File: src/verilog/pmb_bank_defines.svh
`ifndef PMB_BANK_DEFINES_SVH
`define PMB_BANK_DEFINES_SVH
`define CMD_OT_WARN 8'h51
`define CMD_UT_WARN 8'h52
`define CMD_UT_FAULT 8'h53
`define CMD_UT_ACT 8'h54
`define CMD_OV_FAULT 8'h55
`define CMD_OV_ACT 8'h56
`define CMD_OV_WARN 8'h57
`define CMD_UV_WARN 8'h58
`define CMD_UV_FAULT 8'h59
`define CMD_UV_ACT 8'h5a
`define CMD_PG_ON 8'h5e
`define CMD_TON_DLY 8'h60
`define CMD_TURN_ON_RISE_TIME 8'h61
`define CMD_TOFF_DLY 8'h64
`define CMD_TURN_OFF_FALL_TIME 8'h65
`define CMD_ST_BYTE 8'h78
`define CMD_ST_WORD 8'h79
`define CMD_ST_VOUT 8'h7a
`define CMD_ST_IOUT 8'h7b
`define CMD_ST_INPUT 8'h7c
`define CMD_ST_TEMP 8'h7d
`define CMD_ST_CML 8'h7e
`define CMD_ST_MON 8'h80
`define CMD_RD_VIN 8'h88
`define CMD_RD_VOUT 8'h8b
`define CMD_RD_IOUT 8'h8c
`define CMD_RD_TEMP 8'h8d
`define I_OT_WARN 4'h0
`define I_UT_WARN 4'h1
`define I_UT_FAULT 4'h2
`define I_UT_ACT 4'h3
`define I_OV_FAULT 4'h4
`define I_OV_ACT 4'h5
`define I_OV_WARN 4'h6
`define I_UV_WARN 4'h7
`define I_UV_FAULT 4'h8
`define I_UV_ACT 4'h9
`define I_PG_ON 4'ha
`define I_TON_DLY 4'hb
`define I_TURN_ON_RISE_TIME 4'hc
`define I_TOFF_DLY 4'hd
`define I_TURN_OFF_FALL_TIME 4'he
`define NUM_RW 15
`define DEF_OT_WARN 16'heb48
`define DEF_UT_WARN 16'hdc40
`define DEF_UT_FAULT 16'he580
`define DEF_ACT 16'h0080
`define DEF_OV_FAULT 16'hd380
`define DEF_OV_WARN 16'hd353
`define UVW_MUL 22'sh00433
`define UVW_SHIFT 10
`define CML_CMD 7
`define CML_DATA 6
`define MS_NS 1000000
`define CLK_NS 50
`endif

File: src/verilog/pmb_pkg.sv
package pmb_pkg;
  typedef enum logic [4:0] {
    BUS_IDLE = 5'b00001,
    BUS_RX = 5'b00010,
    BUS_ACK = 5'b00100,
    BUS_TX = 5'b01000,
    BUS_RACK = 5'b10000
  } pmb_bus_st_t;
  typedef enum logic [5:0] {
    SEQ_OFF = 6'b000001,
    SEQ_TON = 6'b000010,
    SEQ_RISE = 6'b000100,
    SEQ_ON = 6'b001000,
    SEQ_TOFF = 6'b010000,
    SEQ_FALL = 6'b100000
  } pmb_seq_st_t;
  typedef struct packed {
    logic [7:0] vout;
    logic [7:0] iout;
    logic [7:0] input_st;
    logic [7:0] temp;
    logic [7:0] mon;
  } pmb_fault_t;
  typedef struct packed {
    logic [15:0] vin;
    logic [15:0] vout;
    logic [15:0] iout;
    logic [15:0] temp;
  } pmb_tele_t;
  typedef struct packed {
    logic [15:0] uv_fault;
    logic [15:0] pg_on;
    logic [15:0] ton_dly;
    logic [15:0] turn_on_rise_time;
    logic [15:0] toff_dly;
    logic [15:0] turn_off_fall_time;
  } pmb_strap_t;
endpackage : pmb_pkg

File: src/verilog/pmb_limit_bank.sv
`timescale 1ns/10ps
`include "pmb_bank_defines.svh"
module pmb_limit_bank
  import pmb_pkg::*;
#(
  parameter logic [6:0] DEV_ADDR = 7'h40,
  parameter int CYC_PER_MS = `MS_NS / `CLK_NS
) (
  input wire logic clk_sys_i,
  input wire logic nrst_i,
  input wire logic scl_i,
  input wire logic sda_i,
  output logic sda_o,
  output logic sda_oe_o,
  input wire logic enable_i,
  input wire logic clear_faults_i,
  input wire pmb_strap_t strap_i,
  input wire pmb_fault_t fault_i,
  input wire pmb_tele_t tele_i,
  output logic pgood_o,
  output logic ramp_up_o,
  output logic ramp_down_o,
  output logic out_on_o
);
  pmb_bus_st_t st_reg;
  pmb_seq_st_t sq_reg, sq_next;
  logic scl_q_reg, sda_q_reg;
  logic [3:0] bit_reg;
  logic [7:0] sh_reg, cmd_reg, wlo_reg, whi_reg;
  logic [2:0] bidx_reg;
  logic [1:0] rbyte_reg;
  logic rd_reg, oe_reg, mack_reg;
  logic [15:0] rdw_reg;
  logic [15:0] rw_reg [`NUM_RW];
  logic [15:0] dflt [`NUM_RW];
  pmb_fault_t fault_reg;
  logic [7:0] cml_reg;
  logic [15:0] tmr_reg;
  logic [31:0] pre_reg;
  logic pg_reg, up_reg, dn_reg, on_reg;
  // Bus events; pins are taken as already synchronous
  wire scl_rise = scl_i & ~scl_q_reg;
  wire scl_fall = ~scl_i & scl_q_reg;
  wire bus_start = scl_i & scl_q_reg & sda_q_reg & ~sda_i;
  wire bus_stop = scl_i & scl_q_reg & ~sda_q_reg & sda_i;
  wire byte_done = scl_fall && bit_reg == 4'h8;
  wire addr_ok = sh_reg[7:1] == DEV_ADDR;
  wire [2:0] bidx_inc = bidx_reg == 3'h4 ? bidx_reg : bidx_reg + 3'h1;
  wire [7:0] tx_byte = rbyte_reg == 2'h0 ? rdw_reg[7:0] :
                       rbyte_reg == 2'h1 ? rdw_reg[15:8] : 8'h00;
  // Command decode
  logic rw_hit, rw_byte, ro_hit;
  logic [3:0] rw_idx;
  logic [15:0] rd_word;
  always_comb begin
    rw_hit = 1'b1;
    rw_byte = 1'b0;
    rw_idx = 4'h0;
    unique case (cmd_reg)
      `CMD_OT_WARN: rw_idx = `I_OT_WARN;
      `CMD_UT_WARN: rw_idx = `I_UT_WARN;
      `CMD_UT_FAULT: rw_idx = `I_UT_FAULT;
      `CMD_UT_ACT: begin
        rw_idx = `I_UT_ACT;
        rw_byte = 1'b1;
      end
      `CMD_OV_FAULT: rw_idx = `I_OV_FAULT;
      `CMD_OV_ACT: begin
        rw_idx = `I_OV_ACT;
        rw_byte = 1'b1;
      end
      `CMD_OV_WARN: rw_idx = `I_OV_WARN;
      `CMD_UV_WARN: rw_idx = `I_UV_WARN;
      `CMD_UV_FAULT: rw_idx = `I_UV_FAULT;
      `CMD_UV_ACT: begin
        rw_idx = `I_UV_ACT;
        rw_byte = 1'b1;
      end
      `CMD_PG_ON: rw_idx = `I_PG_ON;
      `CMD_TON_DLY: rw_idx = `I_TON_DLY;
      `CMD_TURN_ON_RISE_TIME: rw_idx = `I_TURN_ON_RISE_TIME;
      `CMD_TOFF_DLY: rw_idx = `I_TOFF_DLY;
      `CMD_TURN_OFF_FALL_TIME: rw_idx = `I_TURN_OFF_FALL_TIME;
      default: rw_hit = 1'b0;
    endcase
  end
  // Status summary; the off state is not reported so idle reads zero
  wire [7:0] stat_byte = {2'b00, fault_reg.vout[7], fault_reg.iout[7],
                          fault_reg.input_st[4], |fault_reg.temp,
                          |cml_reg, 1'b0};
  wire pg_bad = sq_reg == SEQ_ON && !pg_reg;
  wire [15:0] stat_word = {|fault_reg.vout, |fault_reg.iout,
                           |fault_reg.input_st, |fault_reg.mon,
                           pg_bad, 3'b000, stat_byte};
  always_comb begin
    ro_hit = 1'b1;
    rd_word = 16'h0000;
    unique case (cmd_reg)
      `CMD_ST_BYTE: rd_word = {8'h00, stat_byte};
      `CMD_ST_WORD: rd_word = stat_word;
      `CMD_ST_VOUT: rd_word = {8'h00, fault_reg.vout};
      `CMD_ST_IOUT: rd_word = {8'h00, fault_reg.iout};
      `CMD_ST_INPUT: rd_word = {8'h00, fault_reg.input_st};
      `CMD_ST_TEMP: rd_word = {8'h00, fault_reg.temp};
      `CMD_ST_CML: rd_word = {8'h00, cml_reg};
      `CMD_ST_MON: rd_word = {8'h00, fault_reg.mon};
      `CMD_RD_VIN: rd_word = tele_i.vin;
      `CMD_RD_VOUT: rd_word = tele_i.vout;
      `CMD_RD_IOUT: rd_word = tele_i.iout;
      `CMD_RD_TEMP: rd_word = tele_i.temp;
      default: begin
        ro_hit = 1'b0;
        if (rw_hit) rd_word = rw_reg[rw_idx];
      end
    endcase
  end
  // Write commit at stop; a word needs both data bytes
  wire wr_go = bus_stop && st_reg != BUS_IDLE && !rd_reg &&
               bidx_reg >= 3'h3;
  wire wr_ok = rw_hit && (rw_byte || bidx_reg == 3'h4);
  wire [15:0] wr_val = rw_byte ? {8'h00, wlo_reg} : {whi_reg, wlo_reg};
  wire rd_begin = st_reg == BUS_ACK && scl_fall && rd_reg &&
                  rbyte_reg == 2'h0;
  wire set_cmd = (wr_go && !rw_hit && !ro_hit) ||
                 (rd_begin && !rw_hit && !ro_hit);
  wire set_data = wr_go && (ro_hit || (rw_hit && !wr_ok));
  always_ff @(posedge clk_sys_i) begin
    if (!nrst_i) begin
      scl_q_reg <= 1'b1;
      sda_q_reg <= 1'b1;
    end else begin
      scl_q_reg <= scl_i;
      sda_q_reg <= sda_i;
    end
  end
  always_ff @(posedge clk_sys_i) begin
    if (!nrst_i) begin
      st_reg <= BUS_IDLE;
      bit_reg <= 4'h0;
      sh_reg <= 8'h00;
      bidx_reg <= 3'h0;
      rbyte_reg <= 2'h0;
      rd_reg <= 1'b0;
      oe_reg <= 1'b0;
      mack_reg <= 1'b0;
      cmd_reg <= 8'h00;
      wlo_reg <= 8'h00;
      whi_reg <= 8'h00;
      rdw_reg <= 16'h0000;
    end else if (bus_start) begin
      st_reg <= BUS_RX;
      bit_reg <= 4'h0;
      bidx_reg <= 3'h0;
      rbyte_reg <= 2'h0;
      oe_reg <= 1'b0;
    end else if (bus_stop) begin
      st_reg <= BUS_IDLE;
      oe_reg <= 1'b0;
    end else begin
      unique case (st_reg)
        BUS_IDLE: ;
        BUS_RX: begin
          if (scl_rise && bit_reg != 4'h8) begin
            sh_reg <= {sh_reg[6:0], sda_i};
            bit_reg <= bit_reg + 4'h1;
          end else if (byte_done) begin
            // Foreign addresses are left unanswered
            if (bidx_reg == 3'h0 && !addr_ok) begin
              st_reg <= BUS_IDLE;
            end else begin
              st_reg <= BUS_ACK;
              oe_reg <= 1'b1;
            end
            if (bidx_reg == 3'h0) begin
              rd_reg <= sh_reg[0];
              rdw_reg <= rd_word;
            end
            if (bidx_reg == 3'h1) cmd_reg <= sh_reg;
            if (bidx_reg == 3'h2) wlo_reg <= sh_reg;
            if (bidx_reg == 3'h3) whi_reg <= sh_reg;
          end
        end
        BUS_ACK: begin
          if (scl_fall) begin
            bidx_reg <= bidx_inc;
            if (rd_reg) begin
              st_reg <= BUS_TX;
              oe_reg <= ~tx_byte[7];
              sh_reg <= {tx_byte[6:0], 1'b0};
              bit_reg <= 4'h1;
              rbyte_reg <= rbyte_reg == 2'h2 ? rbyte_reg : rbyte_reg + 2'h1;
            end else begin
              st_reg <= BUS_RX;
              oe_reg <= 1'b0;
              bit_reg <= 4'h0;
            end
          end
        end
        BUS_TX: begin
          if (byte_done) begin
            st_reg <= BUS_RACK;
            oe_reg <= 1'b0;
          end else if (scl_fall) begin
            oe_reg <= ~sh_reg[7];
            sh_reg <= {sh_reg[6:0], 1'b0};
            bit_reg <= bit_reg + 4'h1;
          end
        end
        BUS_RACK: begin
          if (scl_rise) begin
            mack_reg <= ~sda_i;
          end else if (scl_fall) begin
            if (mack_reg) begin
              st_reg <= BUS_TX;
              oe_reg <= ~tx_byte[7];
              sh_reg <= {tx_byte[6:0], 1'b0};
              bit_reg <= 4'h1;
              rbyte_reg <= rbyte_reg == 2'h2 ? rbyte_reg : rbyte_reg + 2'h1;
            end else begin
              st_reg <= BUS_IDLE;
            end
          end
        end
      endcase
    end
  end
  // Undervoltage warning default tracks 1.05x the strapped fault limit;
  // mantissa is truncated to 11 bits and may wrap near full scale, exponent is kept
  wire signed [21:0] uvw_prod = $signed(strap_i.uv_fault[10:0]) * `UVW_MUL;
  wire [10:0] uvw_mant = 11'(uvw_prod >>> `UVW_SHIFT);
  assign dflt[`I_OT_WARN] = `DEF_OT_WARN;
  assign dflt[`I_UT_WARN] = `DEF_UT_WARN;
  assign dflt[`I_UT_FAULT] = `DEF_UT_FAULT;
  assign dflt[`I_UT_ACT] = `DEF_ACT;
  assign dflt[`I_OV_FAULT] = `DEF_OV_FAULT;
  assign dflt[`I_OV_ACT] = `DEF_ACT;
  assign dflt[`I_OV_WARN] = `DEF_OV_WARN;
  assign dflt[`I_UV_WARN] = {strap_i.uv_fault[15:11], uvw_mant};
  assign dflt[`I_UV_FAULT] = strap_i.uv_fault;
  assign dflt[`I_UV_ACT] = `DEF_ACT;
  assign dflt[`I_PG_ON] = strap_i.pg_on;
  assign dflt[`I_TON_DLY] = strap_i.ton_dly;
  assign dflt[`I_TURN_ON_RISE_TIME] = strap_i.turn_on_rise_time;
  assign dflt[`I_TOFF_DLY] = strap_i.toff_dly;
  assign dflt[`I_TURN_OFF_FALL_TIME] = strap_i.turn_off_fall_time;
  // Straps are caught by the synchronous reset, never asynchronously
  for (genvar i = 0; i < `NUM_RW; i++) begin : g_rw
    always_ff @(posedge clk_sys_i) begin
      if (!nrst_i) rw_reg[i] <= dflt[i];
      else if (wr_go && wr_ok && rw_idx == 4'(i)) rw_reg[i] <= wr_val;
    end
  end
  // Set wins over a simultaneous clear
  always_ff @(posedge clk_sys_i) begin
    if (!nrst_i) begin
      fault_reg <= '0;
      cml_reg <= 8'h00;
    end else begin
      fault_reg <= fault_i;
      cml_reg[`CML_CMD] <= set_cmd | (cml_reg[`CML_CMD] & ~clear_faults_i);
      cml_reg[`CML_DATA] <= set_data |
                            (cml_reg[`CML_DATA] & ~clear_faults_i);
    end
  end
  // Linear-11 time to whole milliseconds; fractions are dropped
  function automatic logic [15:0] l11_ms(input logic [15:0] w);
    logic [26:0] v;
    logic [4:0] e;
    e = w[15:11];
    v = {16'h0000, w[10:0]};
    if (w[10]) begin
      l11_ms = 16'h0000;
    end else begin
      v = e[4] ? v >> 5'(~e + 5'h1) : v << e;
      l11_ms = |v[26:16] ? 16'hffff : v[15:0];
    end
  endfunction : l11_ms
  wire ms_tick = pre_reg == 32'(CYC_PER_MS - 1);
  logic [15:0] tgt;
  always_comb begin
    tgt = 16'h0000;
    unique case (sq_reg)
      SEQ_TON: tgt = l11_ms(rw_reg[`I_TON_DLY]);
      SEQ_RISE: tgt = l11_ms(rw_reg[`I_TURN_ON_RISE_TIME]);
      SEQ_TOFF: tgt = l11_ms(rw_reg[`I_TOFF_DLY]);
      SEQ_FALL: tgt = l11_ms(rw_reg[`I_TURN_OFF_FALL_TIME]);
      default: tgt = 16'h0000;
    endcase
  end
  wire tmr_done = tmr_reg >= tgt;
  always_comb begin
    sq_next = sq_reg;
    unique case (sq_reg)
      SEQ_OFF: if (enable_i) sq_next = SEQ_TON;
      SEQ_TON: begin
        if (!enable_i) sq_next = SEQ_OFF;
        else if (tmr_done) sq_next = SEQ_RISE;
      end
      SEQ_RISE: begin
        if (!enable_i) sq_next = SEQ_TOFF;
        else if (tmr_done) sq_next = SEQ_ON;
      end
      SEQ_ON: if (!enable_i) sq_next = SEQ_TOFF;
      SEQ_TOFF: if (tmr_done) sq_next = SEQ_FALL;
      SEQ_FALL: if (tmr_done) sq_next = SEQ_OFF;
    endcase
  end

  always_ff @(posedge clk_sys_i) begin
    if (!nrst_i) begin
      sq_reg <= SEQ_OFF;
      pre_reg <= 32'h0;
      tmr_reg <= 16'h0000;
      pg_reg <= 1'b0;
      up_reg <= 1'b0;
      dn_reg <= 1'b0;
      on_reg <= 1'b0;
    end else begin
      sq_reg <= sq_next;
      if (sq_next != sq_reg) begin
        pre_reg <= 32'h0;
        tmr_reg <= 16'h0000;
      end else begin
        pre_reg <= ms_tick ? 32'h0 : pre_reg + 32'h1;
        if (ms_tick && tmr_reg != 16'hffff) tmr_reg <= tmr_reg + 16'h1;
      end
      pg_reg <= sq_next == SEQ_ON &&
                tele_i.vout >= rw_reg[`I_PG_ON];
      up_reg <= sq_next == SEQ_RISE;
      dn_reg <= sq_next == SEQ_FALL;
      on_reg <= sq_next == SEQ_ON;
    end
  end

  assign sda_o = 1'b0;
  assign sda_oe_o = oe_reg;
  assign pgood_o = pg_reg;
  assign ramp_up_o = up_reg;
  assign ramp_down_o = dn_reg;
  assign out_on_o = on_reg;
endmodule : pmb_limit_bank

File: config.mk
export PLATFORM = sky130hd
export DESIGN_NAME = pmb_limit_bank
export DESIGN_NICKNAME = d
export VERILOG_FILES = /design/src/verilog/pmb_pkg.sv /design/src/verilog/pmb_limit_bank.sv
export VERILOG_INCLUDE_DIRS = /design/src /design/src/verilog
export SDC_FILE = /design/constraint.sdc
export NUM_CORES = 1
export LEC_CHECK = 0
export BUFFER_PORTS_ARGS = -buffer_cell sky130_fd_sc_hd__buf_2
export CORE_AREA = 2 2 224 226
export CTS_CLUSTER_SIZE = 12
export DETAILED_ROUTE_END_ITERATION = 16
export DIE_AREA = 0 0 226 228
export MAX_ROUTING_LAYER = met4
export PLACE_DENSITY = 0.73
export SLEW_MARGIN = 5
export SYNTH_ARGS = -nofsm -noshare
export SYNTH_HDL_FRONTEND = slang
export SYNTH_SLANG_ARGS = --single-unit
File: constraint.sdc
create_clock -name clk_sys_i -period 14.16 [get_ports clk_sys_i]
set_clock_uncertainty 0.15 [all_clocks]
set_input_delay 1.416 -clock clk_sys_i [delete_from_list [all_inputs] [get_ports clk_sys_i]]
set_output_delay 1.416 -clock clk_sys_i [all_outputs]
set_load 0.01 [all_outputs]
* After elaboration in Yosys (flattened, before gate mapping)
Memory sizes are Yosys's and may differ from the RTL's.
Cells that the tools add are included.
** Storage, ports and cells
- Flip-flop bits (word level) :: 167
- Bits in latches :: 0
- RAM bits :: 240
- Memory bits (read-only) :: 0
- Output and inout port bits :: 6
- Memories kept :: 1
** Cells by class
- $add $sub $neg :: 9
- Multipliers :: 1
- Div/mod/pow operators :: 0
- $lt $le $gt $ge :: 3
- Equality and inequality tests :: 86
- Shift operators :: 8
- Multiplexer cells :: 140
- Bitwise gates (word level) :: 42
- Reductions and logical operators :: 79
** Memory list
- rw_reg :: words 15, bits a word 16, read ports 6, clocked after Yosys merged registers in 0, wr ports 15, RTL line pmb_limit_bank.sv:34 : logic [15:0] rw_reg [`NUM_RW];
** Operator list (number)
- 16-bit 2-to-1 mux :: 25
- 16-bit one-hot mux with 12 select lines :: 1
- 8-bit by 7-bit == test with 1-bit output, second input constant :: 22
- 27-bit 2-to-1 mux :: 4
- 11-bit by 5-bit << shifter with 27-bit output :: 4
- 11-bit by 5-bit right shift with 27-bit output :: 4
- 8-bit 2-to-1 mux :: 10
- 16-bit one-hot mux with 4 select lines :: 1
- 1-bit 2-to-1 mux :: 60
- 4-bit one-hot mux with 14 select lines :: 1
- 6-bit 2-to-1 mux :: 8
- 11-bit OR reduction :: 4
- 8-bit == test, second input constant :: 5
- 8-bit OR reduction :: 5
- 4-bit 2-to-1 mux :: 9
- 6-bit one-hot mux with 6 select lines :: 1
- 1-bit logical AND :: 35
- 32-bit by 1-bit adder with 32-bit output, second input constant :: 1
- 32-bit by 15-bit == test with 1-bit output, second input constant :: 1
- 4-bit == test, second input constant :: 8
- 16-bit greater-or-equal comparator :: 2
- 8-bit one-hot mux with 4 select lines :: 1
- 5-bit 2-to-1 mux :: 6
- 4-bit != test, second input constant :: 7
- 58 further kinds :: 143

* Logic depth before layout (Yosys ltp)
An unclocked memory read counts as a cell.
- Word-level depth :: 15
- Mapped depth :: 26
- Depth with buffers taken out :: 19

* Worst setup path before layout
Ideal clock, no wire load.
- Kind :: input-to-reg
- Start point :: in strap_i[85] (netlist bit)
- End point :: mem rw_reg[7][9] (data pin)
- Arrival time :: 5.458 ns
- Required time :: 13.754 ns
- Path slack :: 8.297 ns
- Cell stages on the path :: 16
- Path buffers :: 0
- Cells stage by stage :: ha_1 > ha_1 > or2_2 > fa_1 > inv_1 > fa_1 > inv_1 > fa_1 > ha_1 > a21o_1 > a21oi_1 > o211ai_1 > o211ai_1 > a21boi_0 > or3_1 > a31o_2
** RTL lines
- start: declaration :: RTL line pmb_limit_bank.sv:17 : input wire pmb_strap_t strap_i,
- end: declaration :: RTL line pmb_limit_bank.sv:34

==> results.json <==
{
  "status": "complete, no violations",
  "multi_input_area_mm2": 0.0152,
  "slew_violations": 0,
  "ys_warn_count": 0,
  "final.setup.tns_ns": 0,
  "cts_tree": "built",
  "ctsResizeCount": 0,
  "core_mm2": 0.0493,
  "finalPower_mw": 3.17,
  "top_level_ports": 212,
  "hold_viol_final": 0,
  "relSlewSlack_pct": 11.8,
  "clk_pin_slew_worst_paths_ns": 0.05,
  "route.detailed.drc": 0,
  "routabilityCongestion": 1.05,
  "synthArstFlopShare_pct": 0,
  "synth_edf_count": 240,
  "grt_max_degree": 63,
  "route.met3.wl_um": 8320,
  "synth_area_mm2": 0.0268,
  "seqCellArea_mm2": 0.0106,
  "dieArea_mm2": 0.0515,
  "synth.avg_cell_area_um2": 9.07,
  "worstPathMaxFanout": 48,
  "hp-class": "reg -> reg",
  "timing.fmax_mhz": 143,
  "ant_nets": 0,
  "dpl.cell_count": 3701,
  "cts_sinks": 407,
  "ys_seq_area_share_pct": 39.3,
  "initial_core_util_pct": 54.4,
  "drt-wirelength-per-cell_um": 24.7,
  "crit_path_start_kind": "flop",
  "crit_required_ns": 14.42,
  "area_delta_synth_final_pct": 10.9,
  "synth_top_cells_by_area": "edfxtp_1 (27%), dfxtp_1 (12%), ha_1 (5.4%)",
  "die_y_um": 228,
  "drive_above_1_share_pct": 15.4,
  "largest_register_ffs": 240,
  "whs_ns": 0.332,
  "syn_inst": 2958,
  "drt_iter0_drc": 2732,
  "hold_buffers": 0,
  "tightest_slew_ns": 1.32,
  "crit_type": "reg -> reg",
  "p_leak_nw": 11.3,
  "yosysMostFrequentCell": "nand2_1",
  "synth.top_cells.by_count": "nand2_1 (359), edfxtp_1 (240), nor2_1 (219)",
  "met1_length_um": 35500,
  "pre_cts_ws_ns": 7.36,
  "num_vias": 24400,
  "gr-total-overflow": 0,
  "cp-end-kind": "flop",
  "htree_num_levels": 2,
  "ys_types": 96,
  "fin_crit_ns": 6.99,
  "grt_use_total_pct": 37.0,
  "nNetsFinal": 3416,
  "clock-root-buffer": "clkbuf_16",
  "nFillCells": 4275,
  "finalCritPeriodShare_pct": 49.4,
  "synth-main-ff-cell": "edfxtp_1",
  "antenna_found_initial": 3,
  "drv_cap": 0,
  "num_rows": 82,
  "finalWorstSetupSlack_ns": 7.17,
  "setup_violations": 0,
  "cts_buffer_depth": 3,
  "dr_wl_met2_um": 43500,
  "clkLatencyLatePin_ns": 0.61,
  "ir_drop_uv": 85.9,
  "grt_pass1_wl_um": 141000,
  "rsz0062_at_grt": "false",
  "power_per_cell_area_mw_per_mm2": 107,
  "final_cells": 3787,
  "viasPerCell": 6.45,
  "routed.top_layer": "met4",
  "drt_wl_total_um": 93500,
  "die_x_um": 226,
  "firstDrtPassIters": 8,
  "synth_top_area_share_pct": 26.9,
  "cts_setup_buffers": 0,
  "ys_ff_latch": 407,
  "grt_pass1_vias": 23400,
  "synth_area_leader_cell": "edfxtp_1",
  "cp.arrival_ns": 7.25,
  "io_buffers": 210,
  "numCtsBuffers": 46,
  "dpl.hpwl_um": 69500
}
worst max-delay path, stage by stage (launching register included):
cell and delay, ns:
edfxtp_1 1.03, inv_1 0.51, ha_1 0.84, mux2i_1 0.33
o22ai_1 0.18, nand2_1 0.12, o31ai_1 0.07, a222oi_1 0.35
a21oi_1 0.20, or4_1 0.57, ha_1 0.29, nor2b_1 0.04
o21ai_1 0.16, nand4_1 0.12, a311o_1 0.37, nand2_1 0.17
o21ai_0 0.15, a21oi_4 0.98, nor3_1 0.12
metrics by stage:
step	instance area [µm²]	util (%)
after floorplan	26900	-
after global placement	28300	57.3
after detailed placement	28300	57.3
after CTS	29700	60.3
after global routing	29800	60.3
final	29800	60.3
final cells by class:
class | instances | share of cell area (%)
flip-flops and latches | 407 | 35.5
diodes | 3 | 0.0252
well taps | 672 | 2.83
inverters | 105 | 1.32
multi-input cells | 2272 | 51.0
repair buffers | 245 | 4.42
clock buffers | 65 | 4.21
clock inverters | 18 | 0.690
cells in the final DEF (no fill, tap or decap), types with 18 or more instances in the layout:
master     instances
clkbuf_16         47
xor2_1            34
nor4_1            29
fa_1              18
xnor2_1           36
mux2_2           101
nor2_1           219
nand3_1          101
edfxtp_1         240
and2_1           121
or2_2             20
o221ai_1          28
nor2b_1           29
o22ai_1           37
o21ai_1           21
a21oi_1          182
nand4_1           21
inv_1            102
or3_1             30
mux2i_1          118
a22oi_1           27
o211ai_1          27
nand2b_1          21
buf_2            210
buf_4             35
and3_1            27
a31oi_1           19
nor3_1            98
a21o_1            20
a221oi_1          23
nand2_1          359
o21ai_0          145
dfxtp_1          167
a211oi_1          22
conb_1            25
ha_1             115
cells by family after synthesis:
| kind of cell | after synthesis | share of synthesized area (%) |
|---|---|---|
| AO/OA/AOI/OAI | 677 | 16.3 |
| XOR/XNOR | 70 | 2.28 |
| adder cells (fa/ha/maj) | 133 | 6.70 |
| buffers and inverters | 303 | 4.61 |
| flip-flops | 407 | 39.3 |
| multiplexers | 240 | 10.3 |
| other | 1 | 0.0140 |
| AND/OR/NAND/NOR | 1127 | 20.4 |
routing by layer:
layer	GRT usage, %	up-vias
li1	-	11100
met1	45.0	11700
met2	58.1	1316
met3	5.91	322
met4	21.8	0
met5	-	-
power breakdown:
| part | total (mW) | leakage (nW) | switching [mW] | internal (mW) |
|---|---|---|---|---|
| clock | 1.19 | 0.699 | 0.510 | 0.675 |
| sequential | 1.41 | 3.70 | 0.0799 | 1.33 |
| combinational | 0.576 | 6.90 | 0.327 | 0.249 |
worst paths after layout:
check | start | endpoint | slack [ns] | depth (start not counted)
setup / recovery | rw_reg[11][11]$_DFFE_PP_ | pre_reg[30]$_SDFF_PP0_ | 7.17 | 18
hold / removal | pre_reg[0]$_SDFF_PP0_ | pre_reg[0]$_SDFF_PP0_ | 0.33 | 1
setup reg to reg | rw_reg[11][11]$_DFFE_PP_ | pre_reg[30]$_SDFF_PP0_ | 7.17 | 18
hold reg to reg | pre_reg[0]$_SDFF_PP0_ | pre_reg[0]$_SDFF_PP0_ | 0.33 | 1
(Power assumes the default switching activity.)
